**src/core/fhid_pkg.sv**
```systemverilog
package fhid_pkg;

	// ==========================================================
	// Timing
	localparam int         CLK_NS       = 25;
	localparam int         MFM_CELL_NS  = 4000;
	localparam int         FM_CELL_NS   = 8000;
	localparam int         PRECOMP_NS   = 125;
	localparam logic [8:0] MFM_CELL_CYC = 9'(MFM_CELL_NS / CLK_NS);
	localparam logic [8:0] FM_CELL_CYC  = 9'(FM_CELL_NS / CLK_NS);
	localparam logic [8:0] PRECOMP_CYC  = 9'(PRECOMP_NS / CLK_NS);

	// ==========================================================
	// Register addresses
	localparam logic [1:0] ADDR_STATE  = 2'h0;
	localparam logic [1:0] ADDR_TRACK  = 2'h1;
	localparam logic [1:0] ADDR_SECTOR = 2'h2;
	localparam logic [1:0] ADDR_HOLD   = 2'h3;

	// ==========================================================
	// Status bit positions
	localparam int ST_BUSY  = 0;
	localparam int ST_DRQ   = 1;
	localparam int ST_INDEX = 1;
	localparam int ST_LOST  = 2;
	localparam int ST_CRC   = 3;
	localparam int ST_RNF   = 4;
	localparam int ST_WPROT = 6;

	// ==========================================================
	// Command word fields
	localparam int         CMD_TYPE_BIT  = 7;
	localparam logic [3:0] CMD_FORCE     = 4'hD;
	localparam logic [2:0] CMD_RD_SEC    = 3'h4;
	localparam logic [2:0] CMD_WR_SEC    = 3'h5;
	localparam logic [3:0] CMD_RD_ADDR   = 4'hC;
	localparam logic [3:0] CMD_RD_TRK    = 4'hE;
	localparam logic [3:0] CMD_WR_TRK    = 4'hF;
	localparam int         PRECOMP_BIT   = 1;
	localparam int         FI_INDEX_BIT  = 2;
	localparam int         FI_IMMED_BIT  = 3;

	// ==========================================================
	// CRC and sector sizes
	localparam logic [15:0] CRC_POLY   = 16'h1021;
	localparam logic [15:0] CRC_PRESET = 16'hFFFF;
	localparam logic [10:0] SECLEN_0   = 11'h080;
	localparam logic [10:0] SECLEN_1   = 11'h100;
	localparam logic [10:0] SECLEN_2   = 11'h200;
	localparam logic [10:0] SECLEN_3   = 11'h400;

	localparam int BYTE_W     = 8;
	localparam int FIFO_DEPTH = 8;

	typedef enum logic [1:0] {
		WR_IDLE = 2'b00,
		WR_WAIT = 2'b01,
		WR_RUN  = 2'b10
	} fhid_wr_t;

endpackage

```
**src/core/fhid_top.sv**
```systemverilog
// Function
// RQ1: Address and read/write pick one register
// RQ2: Drive bus only on selected reads
// RQ3: Command word writable, reads return status
// RQ4: Status read-only, meaning follows command type
// RQ5: Track count follows head steps
// RQ6: Compare ID track and sector fields
// RQ7: Host avoids register writes while busy
// RQ8: Holding register gives seek target track
// RQ9: CRC-16 preset ones, poly 1021
// RQ10: Density input low selects MFM
// RQ11: Read byte loads holding, raises request
// RQ12: Request mirrored in status bit one
// RQ13: Host holding read clears request
// RQ14: Overwritten unread byte sets lost data
// RQ15: Write copy raises request, host write drops
// RQ16: Late host byte writes zero, lost
// RQ17: Interrupt on completion, cleared by access
// RQ18: Write gate waits for first byte
// RQ19: Write protect aborts write with interrupt
// RQ20: MFM precompensation shifts pulses 125 ns
// RQ21: ID size code gives sector length
// RQ22: Any 8-bit track and sector numbers
// RQ23: Busy during command, cleared at end
// RQ24: Command bit one low enables precompensation
// RQ25: Reset initialises status and registers
// RQ26: CRC shifts most significant bit first
`timescale 1ns/1ps

// ==========================================================
// Byte FIFO between the read byte source and the holding register
module fhid_fifo #(
	parameter int W = 8,
	parameter int D = 8
) (
	input  wire logic         clk,
	input  wire logic         rst,
	input  wire logic         flush,
	input  wire logic         in_valid,
	output logic              in_ready,
	input  wire logic [W-1:0] in_data,
	output logic              out_valid,
	input  wire logic         out_ready,
	output logic      [W-1:0] out_data
);
	localparam int AW = $clog2(D);

	logic [W-1:0] mem [D];
	logic [AW:0]  wr_ptr_ff;
	logic [AW:0]  rd_ptr_ff;

	assign out_valid = wr_ptr_ff != rd_ptr_ff;
	assign in_ready  = !((wr_ptr_ff[AW] != rd_ptr_ff[AW]) &&
		(wr_ptr_ff[AW-1:0] == rd_ptr_ff[AW-1:0]));
	assign out_data  = mem[rd_ptr_ff[AW-1:0]];

	always_ff @(posedge clk) begin
		if (in_valid && in_ready) begin
			mem[wr_ptr_ff[AW-1:0]] <= in_data;
		end
	end

	always_ff @(posedge clk) begin
		if (rst || flush) begin
			wr_ptr_ff <= '0;
			rd_ptr_ff <= '0;
		end else begin
			if (in_valid && in_ready) begin
				wr_ptr_ff <= wr_ptr_ff + 1'b1;
			end
			if (out_valid && out_ready) begin
				rd_ptr_ff <= rd_ptr_ff + 1'b1;
			end
		end
	end
endmodule

// ==========================================================
// Host port, status, transfer handshake, CRC and write encoder
module fhid_top
	import fhid_pkg::*;
(
	input  wire logic        clk,
	input  wire logic        rst,
	input  wire logic        chip_select_n,
	input  wire logic        rw,
	input  wire logic [1:0]  register_select,
	input  wire logic [7:0]  host_bus_in,
	output logic      [7:0]  host_bus_out,
	output logic             host_bus_oe,
	input  wire logic        density_select_n,
	input  wire logic        write_protect_n,
	input  wire logic        index_n,
	input  wire logic        step_in,
	input  wire logic        step_out,
	input  wire logic        op_done,
	input  wire logic        op_error,
	input  wire logic        crc_preset,
	input  wire logic        id_valid,
	input  wire logic [7:0]  id_track,
	input  wire logic [7:0]  id_sector,
	input  wire logic [7:0]  id_size,
	input  wire logic        rd_byte_valid,
	input  wire logic [7:0]  rd_byte,
	output logic             rd_byte_ready,
	output logic             op_start,
	output logic             op_abort,
	output logic      [7:0]  op_code,
	output logic             busy,
	output logic      [7:0]  seek_target,
	output logic             id_match,
	output logic      [10:0] sector_len,
	output logic      [15:0] crc_value,
	output logic             mfm_mode,
	output logic             transfer_request,
	output logic             completion_irq,
	output logic             write_gate_out,
	output logic             write_pulse_out
);

	// ==========================================================
	// Pin synchronisers
	logic [14:0] pin_s1_ff;
	logic [14:0] pin_s2_ff;
	logic        cs_n_s;
	logic        rw_s;
	logic [1:0]  addr_s;
	logic [7:0]  bus_s;
	logic        dens_n_s;
	logic        wp_n_s;
	logic        idx_n_s;

	always_ff @(posedge clk) begin
		if (rst) begin
			pin_s1_ff <= 15'h7FFF;
			pin_s2_ff <= 15'h7FFF;
		end else begin
			pin_s1_ff <= {chip_select_n, rw, register_select, host_bus_in,
				density_select_n, write_protect_n, index_n};
			pin_s2_ff <= pin_s1_ff;
		end
	end

	assign {cs_n_s, rw_s, addr_s, bus_s, dens_n_s, wp_n_s, idx_n_s} = pin_s2_ff;

	// ==========================================================
	// Access framing
	logic       cs_prev_ff;
	logic       idx_prev_ff;
	logic       acc_rw_ff;
	logic [1:0] acc_addr_ff;
	logic       acc_start;
	logic       acc_end;
	logic       wr_strobe;
	logic       rd_done;
	logic       idx_fall;

	always_ff @(posedge clk) begin
		if (rst) begin
			cs_prev_ff  <= 1'b1;
			idx_prev_ff <= 1'b1;
			acc_rw_ff   <= 1'b1;
			acc_addr_ff <= ADDR_STATE;
		end else begin
			cs_prev_ff  <= cs_n_s;
			idx_prev_ff <= idx_n_s;
			if (acc_start) begin
				acc_rw_ff   <= rw_s;
				acc_addr_ff <= addr_s;
			end
		end
	end

	// Writes are taken as the select falls; read side effects wait until it
	// rises so a byte is never consumed while the host still samples it
	assign acc_start = cs_prev_ff && !cs_n_s;
	assign acc_end   = !cs_prev_ff && cs_n_s;
	assign wr_strobe = acc_start && !rw_s; // RQ1
	assign rd_done   = acc_end && acc_rw_ff; // RQ1
	assign idx_fall  = idx_prev_ff && !idx_n_s;

	// ==========================================================
	// Command decode
	logic     cmd_wr;
	logic     force_cmd;
	logic     cmd_is_wr;
	logic     cmd_is_rd;
	logic     wp_abort;
	logic     cmd_accept;
	logic     end_evt;
	logic     mfm;
	logic     rd_pop;
	logic     wr_load;
	logic     byte_end;
	logic     wr_copy;
	logic     rd_op;
	logic     fifo_out_valid;
	logic     fifo_out_ready;
	logic     fifo_in_ready;
	logic [7:0] fifo_out;
	logic [7:0] wr_byte;

	assign cmd_wr     = wr_strobe && addr_s == ADDR_STATE; // RQ1
	assign force_cmd  = cmd_wr && bus_s[7:4] == CMD_FORCE;
	assign cmd_is_wr  = bus_s[7:5] == CMD_WR_SEC || bus_s[7:4] == CMD_WR_TRK;
	assign cmd_is_rd  = bus_s[7:5] == CMD_RD_SEC || bus_s[7:4] == CMD_RD_ADDR ||
		bus_s[7:4] == CMD_RD_TRK;
	assign wp_abort   = cmd_wr && cmd_is_wr && !wp_n_s; // RQ19
	assign cmd_accept = cmd_wr && !force_cmd && !wp_abort;
	assign mfm        = !dens_n_s; // RQ10

	logic [7:0] op_word_ff;
	logic       is_rd_ff;
	logic       is_wr_ff;
	logic       type1_ff;
	logic       busy_ff;
	logic       op_start_ff;
	logic       op_abort_ff;

	always_ff @(posedge clk) begin
		if (rst) begin
			op_word_ff  <= 8'h00;
			is_rd_ff    <= 1'b0;
			is_wr_ff    <= 1'b0;
			type1_ff    <= 1'b1;
			op_start_ff <= 1'b0;
			op_abort_ff <= 1'b0;
		end else begin
			op_start_ff <= cmd_accept;
			op_abort_ff <= force_cmd;
			if (cmd_wr) begin
				op_word_ff <= bus_s; // RQ3
				is_rd_ff   <= cmd_is_rd && !force_cmd;
				is_wr_ff   <= cmd_is_wr && !force_cmd;
				type1_ff   <= !bus_s[CMD_TYPE_BIT]; // RQ4
			end
		end
	end

	assign end_evt = busy_ff && op_done;
	assign rd_op   = busy_ff && is_rd_ff;

	always_ff @(posedge clk) begin
		if (rst) begin
			busy_ff <= 1'b0; // RQ25
		end else if (cmd_accept) begin
			busy_ff <= 1'b1; // RQ23
		end else if (end_evt || force_cmd) begin
			busy_ff <= 1'b0; // RQ23
		end
	end

	// ==========================================================
	// Track, sector, holding and ID compare
	logic [7:0]  track_ff;
	logic [7:0]  sector_ff;
	logic [7:0]  hold_ff;
	logic        id_match_ff;
	logic [10:0] sector_len_ff;

	always_ff @(posedge clk) begin
		if (rst) begin
			track_ff  <= 8'h00;
			sector_ff <= 8'h00;
		end else begin
			if (wr_strobe && addr_s == ADDR_TRACK) begin
				track_ff <= bus_s;
			end else if (step_in && !step_out) begin
				track_ff <= track_ff + 8'h01; // RQ5 RQ22
			end else if (step_out && !step_in) begin
				track_ff <= track_ff - 8'h01; // RQ5
			end
			if (wr_strobe && addr_s == ADDR_SECTOR) begin
				sector_ff <= bus_s;
			end
		end
	end

	always_ff @(posedge clk) begin
		if (rst) begin
			hold_ff <= 8'h00;
		end else if (wr_strobe && addr_s == ADDR_HOLD) begin
			hold_ff <= bus_s;
		end else if (rd_pop) begin
			hold_ff <= fifo_out; // RQ11
		end
	end

	always_ff @(posedge clk) begin
		if (rst) begin
			id_match_ff   <= 1'b0;
			sector_len_ff <= SECLEN_0;
		end else if (id_valid) begin
			id_match_ff <= id_track == track_ff && id_sector == sector_ff; // RQ6 RQ22
			case (id_size[1:0]) // RQ21
				2'h0: sector_len_ff <= SECLEN_0;
				2'h1: sector_len_ff <= SECLEN_1;
				2'h2: sector_len_ff <= SECLEN_2;
				default: sector_len_ff <= SECLEN_3;
			endcase
		end
	end

	// ==========================================================
	// Read path
	// The drain stalls while the host is reading the holding register
	assign fifo_out_ready = rd_op && !(!cs_n_s && rw_s && addr_s == ADDR_HOLD);
	assign rd_pop         = fifo_out_valid && fifo_out_ready;
	assign rd_byte_ready  = fifo_in_ready && rd_op;

	fhid_fifo #(
		.W (BYTE_W),
		.D (FIFO_DEPTH)
	) u_rd_fifo (
		.clk       (clk),
		.rst       (rst),
		.flush     (cmd_accept),
		.in_valid  (rd_byte_valid && rd_op),
		.in_ready  (fifo_in_ready),
		.in_data   (rd_byte),
		.out_valid (fifo_out_valid),
		.out_ready (fifo_out_ready),
		.out_data  (fifo_out)
	);

	// ==========================================================
	// Transfer request and interrupt; a set always beats a clear
	logic drq_ff;
	logic irq_ff;
	logic fi_idx_ff;
	logic drq_set;
	logic drq_clr;
	logic irq_set;
	logic irq_clr;
	logic wr_begin;

	assign wr_begin = cmd_accept && cmd_is_wr;
	assign drq_set  = rd_pop || wr_load || wr_begin; // RQ11 RQ15
	assign drq_clr  = (rd_done && acc_addr_ff == ADDR_HOLD && is_rd_ff) || // RQ13
		(wr_strobe && addr_s == ADDR_HOLD) || cmd_wr || end_evt; // RQ15
	assign irq_set  = end_evt || wp_abort || (force_cmd && bus_s[FI_IMMED_BIT]) ||
		(fi_idx_ff && idx_fall); // RQ17
	assign irq_clr  = (rd_done && acc_addr_ff == ADDR_STATE) || cmd_wr; // RQ17

	always_ff @(posedge clk) begin
		if (rst) begin
			drq_ff <= 1'b0;
		end else if (drq_set) begin
			drq_ff <= 1'b1;
		end else if (drq_clr) begin
			drq_ff <= 1'b0;
		end
	end

	always_ff @(posedge clk) begin
		if (rst) begin
			irq_ff    <= 1'b0;
			fi_idx_ff <= 1'b0;
		end else begin
			if (irq_set) begin
				irq_ff <= 1'b1; // RQ17 RQ23
			end else if (irq_clr) begin
				irq_ff <= 1'b0;
			end
			if (force_cmd) begin
				fi_idx_ff <= bus_s[FI_INDEX_BIT];
			end else if (cmd_accept) begin
				fi_idx_ff <= 1'b0;
			end
		end
	end

	// ==========================================================
	// Status flags
	logic lost_ff;
	logic crc_err_ff;
	logic rnf_ff;
	logic wprot_ff;
	logic [15:0] crc_ff;

	always_ff @(posedge clk) begin
		if (rst || cmd_accept) begin
			lost_ff    <= 1'b0; // RQ25
			crc_err_ff <= 1'b0;
			rnf_ff     <= 1'b0;
			wprot_ff   <= 1'b0;
		end else begin
			if ((rd_pop || byte_end) && drq_ff) begin
				lost_ff <= 1'b1; // RQ14 RQ16
			end
			if (end_evt && is_rd_ff && crc_ff != 16'h0000) begin
				crc_err_ff <= 1'b1;
			end
			if (end_evt && op_error) begin
				rnf_ff <= 1'b1;
			end
			if (wp_abort) begin
				wprot_ff <= 1'b1; // RQ19
			end
		end
	end

	logic [7:0] status_word;
	logic [7:0] rd_mux;
	logic [7:0] host_out_ff;

	always_comb begin
		status_word           = 8'h00;
		status_word[ST_BUSY]  = busy_ff; // RQ23
		status_word[ST_CRC]   = crc_err_ff;
		status_word[ST_RNF]   = rnf_ff;
		status_word[ST_WPROT] = wprot_ff;
		if (type1_ff) begin
			status_word[ST_INDEX] = !idx_n_s; // RQ4
		end else begin
			status_word[ST_DRQ]  = drq_ff; // RQ12
			status_word[ST_LOST] = lost_ff;
		end
	end

	always_comb begin
		case (addr_s) // RQ1
			ADDR_STATE:  rd_mux = status_word; // RQ3
			ADDR_TRACK:  rd_mux = track_ff;
			ADDR_SECTOR: rd_mux = sector_ff;
			default:     rd_mux = hold_ff;
		endcase
	end

	always_ff @(posedge clk) begin
		if (rst) begin
			host_out_ff <= 8'h00;
		end else if (!cs_n_s && rw_s) begin
			host_out_ff <= rd_mux;
		end
	end

	assign host_bus_oe = !cs_n_s && rw_s; // RQ2

	// ==========================================================
	// CRC over every byte from the address mark onward
	function automatic logic [15:0] crc_byte(input logic [15:0] c, input logic [7:0] d);
		logic [15:0] r;
		r = c;
		for (int i = 7; i >= 0; i--) begin
			r = (r[15] ^ d[i]) ? ((r << 1) ^ CRC_POLY) : (r << 1); // RQ9 RQ26
		end
		return r;
	endfunction

	always_ff @(posedge clk) begin
		if (rst || crc_preset || wr_begin) begin
			crc_ff <= CRC_PRESET; // RQ9
		end else if (rd_pop) begin
			crc_ff <= crc_byte(crc_ff, fifo_out);
		end else if (wr_load) begin
			crc_ff <= crc_byte(crc_ff, wr_byte);
		end
	end

	// ==========================================================
	// Write serialiser and MFM/FM encoder with precompensation
	fhid_wr_t   wr_st_ff;
	logic       wg_ff;
	logic       pc_on_ff;
	logic [7:0] wsh_ff;
	logic [2:0] bit_idx_ff;
	logic [8:0] cell_cnt_ff;
	logic       prev_ff;
	logic       older_ff;
	logic       pulse_ff;
	logic [8:0] cell_len;
	logic       cell_end;
	logic       cur_bit;
	logic       next_bit;
	logic       pc;
	logic [8:0] clk_pos;
	logic [8:0] dat_pos;
	logic       want_clk;
	logic       nxt_pulse;

	assign cell_len = mfm ? MFM_CELL_CYC : FM_CELL_CYC;
	assign cell_end = cell_cnt_ff == cell_len - 9'h001;
	assign byte_end = wr_st_ff == WR_RUN && cell_end && bit_idx_ff == 3'h0;
	assign wr_copy  = wr_st_ff == WR_WAIT && !drq_ff; // RQ18
	assign wr_load  = wr_copy || byte_end;
	assign wr_byte  = (byte_end && drq_ff) ? 8'h00 : hold_ff; // RQ16
	assign cur_bit  = wsh_ff[7];
	assign next_bit = (bit_idx_ff == 3'h0) ? (!drq_ff && hold_ff[7]) : wsh_ff[6];
	assign pc       = mfm && pc_on_ff; // RQ20
	assign want_clk = !mfm || (!prev_ff && !cur_bit);

	always_comb begin
		clk_pos = PRECOMP_CYC;
		dat_pos = {1'b0, cell_len[8:1]};
		if (pc && next_bit && !older_ff) begin
			clk_pos = clk_pos - PRECOMP_CYC; // RQ20
		end else if (pc && older_ff && !next_bit) begin
			clk_pos = clk_pos + PRECOMP_CYC;
		end
		if (pc && prev_ff && !next_bit) begin
			dat_pos = dat_pos - PRECOMP_CYC; // RQ20
		end else if (pc && !prev_ff && next_bit) begin
			dat_pos = dat_pos + PRECOMP_CYC;
		end
		nxt_pulse = wg_ff && wr_st_ff == WR_RUN &&
			((want_clk && cell_cnt_ff == clk_pos) || (cur_bit && cell_cnt_ff == dat_pos));
	end

	always_ff @(posedge clk) begin
		if (rst || force_cmd || end_evt) begin
			wr_st_ff    <= WR_IDLE;
			wg_ff       <= 1'b0;
			cell_cnt_ff <= 9'h000;
			bit_idx_ff  <= 3'h7;
			prev_ff     <= 1'b0;
			older_ff    <= 1'b0;
			wsh_ff      <= 8'h00;
		end else begin
			case (wr_st_ff)
				WR_IDLE: begin
					if (wr_begin) begin
						wr_st_ff <= WR_WAIT;
						pc_on_ff <= !bus_s[PRECOMP_BIT]; // RQ24
					end
				end
				WR_WAIT: begin
					if (wr_copy) begin
						wr_st_ff    <= WR_RUN;
						wg_ff       <= 1'b1; // RQ18
						wsh_ff      <= wr_byte;
						cell_cnt_ff <= 9'h000;
						bit_idx_ff  <= 3'h7;
					end
				end
				WR_RUN: begin
					cell_cnt_ff <= cell_end ? 9'h000 : cell_cnt_ff + 9'h001;
					if (cell_end) begin
						older_ff   <= prev_ff;
						prev_ff    <= cur_bit;
						bit_idx_ff <= bit_idx_ff - 3'h1;
						wsh_ff     <= byte_end ? wr_byte : {wsh_ff[6:0], 1'b0}; // RQ15
					end
				end
				default: wr_st_ff <= WR_IDLE;
			endcase
		end
	end

	always_ff @(posedge clk) begin
		if (rst) begin
			pulse_ff <= 1'b0;
		end else begin
			pulse_ff <= nxt_pulse;
		end
	end

	// ==========================================================
	// Outputs
	assign host_bus_out     = host_out_ff;
	assign op_start         = op_start_ff;
	assign op_abort         = op_abort_ff;
	assign op_code          = op_word_ff;
	assign busy             = busy_ff;
	assign seek_target      = hold_ff; // RQ8
	assign id_match         = id_match_ff;
	assign sector_len       = sector_len_ff;
	assign crc_value        = crc_ff;
	assign mfm_mode         = mfm;
	assign transfer_request = drq_ff;
	assign completion_irq   = irq_ff;
	assign write_gate_out   = wg_ff;
	assign write_pulse_out  = pulse_ff;
endmodule

```
**config.mk**
```make
export PLATFORM = sky130hd
export DESIGN_NAME = fhid_top
export DESIGN_NICKNAME = d
export VERILOG_FILES = /design/src/core/fhid_pkg.sv /design/src/core/fhid_top.sv
export SDC_FILE = /design/constraint.sdc
export NUM_CORES = 1
export LEC_CHECK = 0
export BUFFER_PORTS_ARGS = -buffer_cell sky130_fd_sc_hd__buf_2
export CORE_MARGIN = 5
export CORE_UTILIZATION = 39
export DETAILED_ROUTE_END_ITERATION = 10
export GPL_ROUTABILITY_DRIVEN = 0
export PLACE_DENSITY = 0.54
export SLEW_MARGIN = 15
export SYNTH_ARGS = -nofsm -noshare
export SYNTH_HDL_FRONTEND = slang
export SYNTH_HIERARCHICAL = 1
export SYNTH_SLANG_ARGS = --single-unit
```
**constraint.sdc**
```tcl
create_clock -name clk -period 3.78 [get_ports clk]
set_clock_uncertainty 0.15 [all_clocks]
set_input_delay 0.945 -clock clk [delete_from_list [all_inputs] [get_ports clk]]
set_output_delay 0.945 -clock clk [all_outputs]
set_load 0.03 [all_outputs]
```
==> impl_results.md, run 1 <==
- GRT Total Usage: 0.170
- Initial Util: 0.395
- Launch point of the worst reg-to-reg path: u_rd_fifo/wr_ptr_ff[2]
- IO buf count: 104
- First-pass GRT wire length: 40.2 mm
- Core area: 25900 um^2
- Slowest cell on crit path: dfxtp_1
- #FFs+latches synth: 210
- Root Buffer: clkbuf_16
- Crit path largest cell delay: 0.57 ns
- Hold crit path type: register to register
- Ys async rst share: 0
- Fmax: 293 MHz
- RR Endpoint: crc_value[15]
- Nets: 1160
- Max-Cap Viols: 0
- RSZ-0062 raised after global routing: no
- Diodes inserted: 0
- Avg Vias per Cell: 5.28
- Synth Warn #: 6
- Number of synthesized flops with an enable pin: 65
- # clock sinks: 210
- Required @ worst endpoint: 2.68 ns
- Area occupied by multi-input gates: 4950 um^2
- Synth area leaders: dfxtp_1 (28%), edfxtp_1 (19%), xnor2_1 (4.2%), mux4_1 (3.9%), nand2_1 (3.8%)
- DR iter-0 viols: 534
- Num ports: 118
- Overflow after GRT: 0
- GRT busiest layer: met2
- Critical path class: register to output port
- Syn Area/Cell: 10.2 um^2
- CTS H-tree lvls: 1
- CTS max path bufs: 3
- Netlist cell types: 79
- Num CTS Buffers: 24
- Reg2reg setup slack: 0.73 ns
- Grt met2 use: 0.272
- Area leader, netlist: dfxtp_1
- Cell area after layout: 11800 um^2
- P per Cell Area: 424 nW/um^2
- Filler instances: 2467
- Gates resized, CTS repair: 0
- Area share of the largest cell type after synthesis: 0.284
- Worst Reg-to-Reg Cells: 9
- Worst Path Buf+Inv: 2
- Post-DP Area: 11000 um^2
- Largest net degree at the start of global routing: 43
- Max-Slew Margin vs Limit: 0.556
- Routed len/inst: 17.7 um
- Final core utilization: 0.455
- CP arrival: 2.32 ns
- Synth Cell Area: 10200 um^2
- GRT met1 Usage: 0.247
- TritonRoute pass-1 iters: 5
- Crit-path cells: xor2_1 > nor4_4 > inv_1 > and3_1 > buf_2
- Mapped Cells: 1000
- Min-Delay Path Depth: 1
- Max VDD drop: 299 uV
- Min Tclk post-route: 3.42 ns
- Remaining antenna violation count: 0
- # hold bufs at CTS: 0
- Die Area: 29600 um^2
- Setup crit start kind: register
- Ys flop type: dfxtp_1
- Vias in the first global route: 7199
- Worst Max-Slew Pin Slew: 0.665 ns
- Min-delay src: pin_s1_ff[10]
- Total power: 5.00 mW
- DRC viols: 0
- Clock-pin transition on the worst setup and hold timing paths: 0.06 ns
- CP delay by family, top: simple AND/OR/NAND/NOR gates
- Leakage: 4.38 nW
- Hold Path Sink: pin_s2_ff[10]
- Final-report max-slew violation count: 0
- Layout cell share with drive strength beyond 1: 0.208
- Critical Path Start: u_rd_fifo/wr_ptr_ff[2]
- GR met3 Demand/Resource: 0.0213
- Final setup viols: 0
- Final hold violations: 0
- Crit share post-route: 0.904
- Die X: 172 um
- Initial antenna violation count: 1
- Seq/Total Area, Yosys: 0.475
- Outcome: completed
- FF+latch area: 4850 um^2
- # Post-CTS Setup Buffers: 0
- Clk_lat worst skew: 0.53 ns
- Row count: 59
- CP Capture Type: output port
- Die Ht: 172 um
- Crit-path max FO: 12
- Routed wire length: 25.6 mm
- Syn-to-layout area delta: 15.3%
- Clock tree from TritonCTS: done
- Via count: 7614
- Setup_tns: 0 ns
- Dpl hpwl: 18.3 mm
flip-flops by register name, indices dropped and copies added, names as in the netlist, 8 cells and up, named ones only:
signal         cells
host_bus_out       8
track_ff           8
crc_value         16
wsh_ff             8
sector_ff          8
u_rd_fifo/mem     64
pin_s1_ff         15
op_code            8
pin_s2_ff         15
cell_cnt_ff        9
seek_target        8
cell usage after synthesis, types with 7 or more instances:
library cell / count
nor3_1: 16
and3_1: 8
xor2_1: 22
nand3b_1: 10
nand3_1: 34
mux4_1: 15
xnor2_1: 49
nand2_1: 103
buf_4: 11
nor2b_1: 10
mux2_2: 12
mux2i_1: 19
nand2b_1: 14
a21oi_1: 55
nor4_1: 11
a311oi_1: 12
a211oi_1: 13
buf_2: 12
inv_1: 18
nor2_1: 84
mux4_2: 7
o21ai_0: 26
clkbuf_1: 38
nand4_1: 13
ha_1: 11
a31oi_1: 17
or2_2: 33
or3_1: 11
dfxtp_1: 145
edfxtp_1: 65
and2_1: 9
worst max-delay path by stage:
stage | to | cells after the start
finish | rd_byte_ready | 5
global route | rd_byte_ready | 5
CTS | rd_byte_ready | 5
detailed placement | track_ff[7] | 9
global placement | track_ff[7] | 9
floorplan | track_ff[7] | 8
worst register-to-register path, cell delays in order, from the launching register on:
cell	delay [ns]
dfxtp_1	0.57
xor2_1	0.24
nor3_1	0.45
nand2_1	0.20
and3_1	0.24
nand2_1	0.26
a31oi_1	0.23
xor3_1	0.25
or3_1	0.31
nand3_1	0.08
where the power goes:
group / internal, mW / leakage, nW / switching, mW
combinational: 0.166 / 2.25 / 0.191
sequential: 2.36 / 1.76 / 0.0548
clock: 1.31 / 0.367 / 0.920
cell usage in the layout, fill, tap and decap left out, types with 8 or more instances in the layout:
| cell | Yosys | routed |
|---|---|---|
| a211oi_1 | 13 | 13 |
| a21oi_1 | 55 | 55 |
| a311oi_1 | 12 | 11 |
| a31oi_1 | 17 | 17 |
| and2_1 | 9 | 9 |
| and3_1 | 8 | 8 |
| buf_2 | 12 | 103 |
| buf_4 | 11 | 29 |
| clkbuf_16 | 0 | 24 |
| dfxtp_1 | 145 | 145 |
| edfxtp_1 | 65 | 65 |
| ha_1 | 11 | 11 |
| inv_1 | 18 | 18 |
| mux2_2 | 12 | 12 |
| mux2i_1 | 19 | 19 |
| mux4_1 | 15 | 15 |
| nand2_1 | 103 | 103 |
| nand2b_1 | 14 | 14 |
| nand3_1 | 34 | 34 |
| nand3b_1 | 10 | 10 |
| nand4_1 | 13 | 13 |
| nor2_1 | 84 | 84 |
| nor2b_1 | 10 | 10 |
| nor3_1 | 16 | 16 |
| nor4_1 | 11 | 11 |
| o21ai_0 | 26 | 26 |
| or2_2 | 33 | 33 |
| or3_1 | 11 | 11 |
| xnor2_1 | 49 | 49 |
| xor2_1 | 22 | 22 |
per-stage QoR:
stage                     cells  setup slack, ns  hold slack (ns)
after CTS                  1443            0.358            0.258
after detailed placement   1401            0.646            0.244
final                      1443            0.364            0.256
after floorplan            1006            0.960            0.239
after global routing       1443            0.193            0.274
after global placement     1401            0.647            0.244
cell type report:
type                    count  share of cell area
flip-flops and latches    210               0.412
clock buffers              34              0.0567
clock inverters             8             0.00796
repair buffers            132              0.0622
multi-input cells         705               0.420
well taps                 335              0.0356
inverters                  19             0.00605
metal layers:
layer | up-vias | part of all wire | wire (um)
met2 | 152 | 0.46 | 11800
met5 | - | 0 | 0
met3 | 36 | 0.040 | 1030
met1 | 3632 | 0.47 | 12100
met4 | 0 | 0.023 | 587
li1 | 3794 | - | -
logic make-up after synthesis:
family	after synthesis	synth area share
buf+inv	91	0.0444
xor+xnor	75	0.0691
fa+ha+maj	12	0.0154
simple gates	387	0.197
compound gates	171	0.114
mux	53	0.0858
other cells	1	0.000367
flops	210	0.475
No activity file was read; power rests on OpenSTA's default activity.
==> run 2, diff against run 1 <==
--- a/config.mk
+++ b/config.mk
@@ -5,6 +5,7 @@
 export SDC_FILE = /design/constraint.sdc
 export NUM_CORES = 1
 export LEC_CHECK = 0
+export ABC_AREA = 1
 export BUFFER_PORTS_ARGS = -buffer_cell sky130_fd_sc_hd__buf_2
 export CORE_MARGIN = 5
 export CORE_UTILIZATION = 39
==> run 2 against run 1 <==
Final cell count increased by 15%. Maximum frequency increased by 16%. First-iteration DRC count decreased by 1.9%. Global-route usage up 1.2 points. Power grew 0.57%. Worst setup slack better by 0.48 ns. Hold slack worse by 0.0014 ns. Flip-flop and latch count stayed put. Utilization is 0.38 points higher. Sequential power about the same. Critical endpoint unchanged. Largest power group unchanged.
==> impl_results.md, run 2 <==
- Outcome: completed
- Synth Area in XOR/XNOR: 0.0311 (-0.0380)
- Ys flop type: dfxtp_1
- P per Cell Area: 438 nW/um^2 (+3.2%)
- # clock sinks: 210 (unchanged)
- Worst Reg-to-Reg Cells: 13 (+4)
- Dpl ws: 0.688 ns (+0.0418 ns)
- Largest net degree at the start of global routing: 53 (+23%)
- Clk_lat worst skew: 0.53 ns (about the same)
- Hold Path Sink: pin_s2_ff[12]
- Crit-path max FO: 11 (-1)
- Dpl hpwl: 19.2 mm (+5.0%)
- Row count: 58 (-1.7%)
- Final setup viols: 0 (unchanged)
- Mapped Cells: 1201 (+20%)
- Num ports: 118 (unchanged)
- Die Area: 28500 um^2 (-3.5%)
- Remaining antenna violation count: 0 (unchanged)
- Post-synthesis compound-gate area fraction: 0.146 (+0.0322)
- Launch point of the worst reg-to-reg path: cell_cnt_ff[1]
- Max VDD drop: 364 uV (+22%)
- Root Buffer: clkbuf_16
- CTS max path bufs: 3 (unchanged)
- GRT Total Usage: 0.182 (+0.0115)
- Synth Area in Adders: 0.0160 (+0.000594)
- Gates resized, CTS repair: 0 (unchanged)
- CP arrival: 1.84 ns (-0.48 ns)
- Most common cell after layout, fill and taps aside: nand2_1
- Ys async rst share: 0 (unchanged)
- Worst Max-Slew Pin Slew: 0.870 ns (+0.206 ns)
- Min Tclk post-route: 2.93 ns (-0.481 ns)
- RR Endpoint: crc_value[7]
- RSZ-0062 raised after global routing: no
- Filler instances: 2483 (+0.65%)
- Seq/Total Area, Yosys: 0.493 (+0.0183)
- Syn Area/Cell: 8.20 um^2 (-20%)
- Most common library cells after synthesis: nand2_1 (240), dfxtp_1 (145), nor2_1 (119)
- Overflow after GRT: 0 (unchanged)
- Leakage: 4.85 nW (+11%)
- Routed len/inst: 15.9 um (-10%)
- Hold crit path type: register to register
- Min-delay src: pin_s1_ff[12]
- Max-Cap Viols: 0 (unchanged)
- Synth Warn #: 6 (unchanged)
- Synth area leaders: dfxtp_1 (29%), edfxtp_1 (20%), nand2_1 (9.1%), o21ai_0 (4.7%), nor2_1 (4.5%)
- Clock-pin transition on the worst setup and hold timing paths: 0.06 ns (about the same)
- CTS H-tree lvls: 1 (unchanged)
- Netlist cell types: 58 (-27%)
- Area share of the largest cell type after synthesis: 0.295 (+0.0109)
- Area leader, netlist: dfxtp_1
- # Post-CTS Setup Buffers: 0 (unchanged)
- Critical path class: register to output port
- Diodes inserted: 0 (unchanged)
- Nets: 1375 (+19%)
- Vias in the first global route: 7791 (+8.2%)
- Commonest non-fill, non-tap cells in the layout: nand2_1 (240), dfxtp_1 (145), nor2_1 (119)
- #FFs+latches synth: 210 (unchanged)
- CP Capture Type: output port
- Via count: 8165 (+7.2%)
- Synth Cell Area: 9850 um^2 (-3.7%)
- Initial Util: 0.393 (-0.00136)
- Number of synthesized flops with an enable pin: 65 (unchanged)
- Die X: 169 um (-1.8%)
- Routed wire length: 26.3 mm (+2.9%)
- DRC viols: 0 (unchanged)
- Top-count cell post-synth: nand2_1
- Final hold violations: 0 (unchanged)
- Final-report max-slew violation count: 0 (unchanged)
- Max-Slew Margin vs Limit: 0.419 (-0.137)
- Setup crit start kind: register
- Area occupied by multi-input gates: 4310 um^2 (-13%)
- TritonRoute pass-1 iters: 5 (unchanged)
- Min-Delay Path Depth: 1 (unchanged)
- Final WS setup: 0.845 ns (+0.481 ns)
- Fmax: 341 MHz (+16%)
- Setup_tns: 0 ns (unchanged)
- Initial antenna violation count: 0 (-1)
- Number of flip-flops in the largest register: 64 (unchanged)
- FF+latch area: 4850 um^2 (unchanged)
- Largest family of logic cells by synthesized area: simple AND/OR/NAND/NOR gates
- Avg Vias per Cell: 4.94 (-6.4%)
- Reg2reg setup slack: 0.96 ns (+0.23 ns)
- First-pass GRT wire length: 42.2 mm (+5.0%)
- Clock tree from TritonCTS: done
- Post-synthesis mux area share: 0 (-0.0858)
- Required @ worst endpoint: 2.68 ns (about the same)
- # hold bufs at CTS: 0 (unchanged)
- DR iter-0 viols: 524 (-1.9%)
- Num CTS Buffers: 24 (unchanged)
- Post-Synth Simple-Gate Area: 0.242 (+0.0456)
- Layout cell share with drive strength beyond 1: 0.184 (-0.0232)
- Die Ht: 169 um (-1.8%)
- Syn-to-layout area delta: 16.6%
- Crit share post-route: 0.776 (-0.127)
- Core area: 25000 um^2 (-3.4%)
- IO buf count: 104 (unchanged)
==> run 2: changes by cell type in the layout (fill, tap and decap cells not counted), moves of 24 or more <==
cell     change
o21ai_1     +24
xnor2_1     -34
nor2_1      +35
nand3_1     +34
inv_1       +93
o21ai_0     +67
nand2_1    +137
==> run 2: worst max-delay path by stage <==
stage / startpoint / endpoint / slack, ns / cells past startpoint
after CTS: u_rd_fifo/wr_ptr_ff[0] / rd_byte_ready / 0.82 / 7
final: u_rd_fifo/wr_ptr_ff[0] / rd_byte_ready / 0.85 / 7
after detailed placement: step_out / track_ff[7] / 0.69 / 14
after global placement: step_out / track_ff[7] / 0.70 / 14
after global routing: cell_cnt_ff[1] / crc_value[8] / 0.62 / 12
after floorplan: step_in / track_ff[7] / 1.01 / 14
==> run 2: area by class of cell <==
| cell class | count | share of cell area |
|---|---|---|
| well taps | 330 | 0.0360 |
| repair buffers | 114 | 0.0519 |
| inverters | 131 | 0.0428 |
| flip-flops and latches | 210 | 0.423 |
| multi-input cells | 826 | 0.375 |
| clock inverters | 4 | 0.00708 |
| clock buffers | 38 | 0.0642 |
==> run 2: through the flow <==
step	std cells	cell area, um^2	power, mW	hold slack (ns)	utilization
floorplan	1207	9870	2.63	0.239	-
finish	1653	11500	5.03	0.255	0.459
global placement	1611	10700	2.73	0.246	0.426
global route	1653	11500	5.23	0.280	0.459
CTS	1653	11500	5.09	0.257	0.459
detailed placement	1611	10700	2.73	0.243	0.426
==> run 2: kinds of logic (layout without fill, tap and decap cells) <==
family                     count (synthesis)  after routing
adders and majority gates                 12             12
AOI/OAI and AO/OA                        252            252
DFF                                      210            210
other                                      1              7
xor gates and xnor gates                  35             35
buffers and inverters                    171            287
and+or+nand+nor                          520            520
==> run 2: where the power goes <==
| group | switching (mW) | total [mW] | internal [mW] |
|---|---|---|---|
| sequential | 0.0418 | 2.40 | 2.36 |
| combinational | 0.175 | 0.284 | 0.109 |
| clock | 0.931 | 2.35 | 1.42 |
| total | 1.15 | 5.03 | 3.88 |
==> run 2: per-layer routing <==
layer / vias to the layer above / wire, um / global-route usage
met2: 153 / 11800 / 0.283
met3: 39 / 1160 / 0.0287
li1: 4211 / - / -
met1: 3762 / 12800 / 0.265
met5: - / 0 / 0
met4: 0 / 524 / 0.0423
==> run 2: worst max-delay path, stage by stage, from the launching register on <==
cell and delay, ns:
dfxtp_1 0.46, inv_2 0.10, nand2_2 0.09, nand2_1 0.07
nand4_2 0.24, inv_1 0.07, nor2_1 0.09, buf_2 0.20
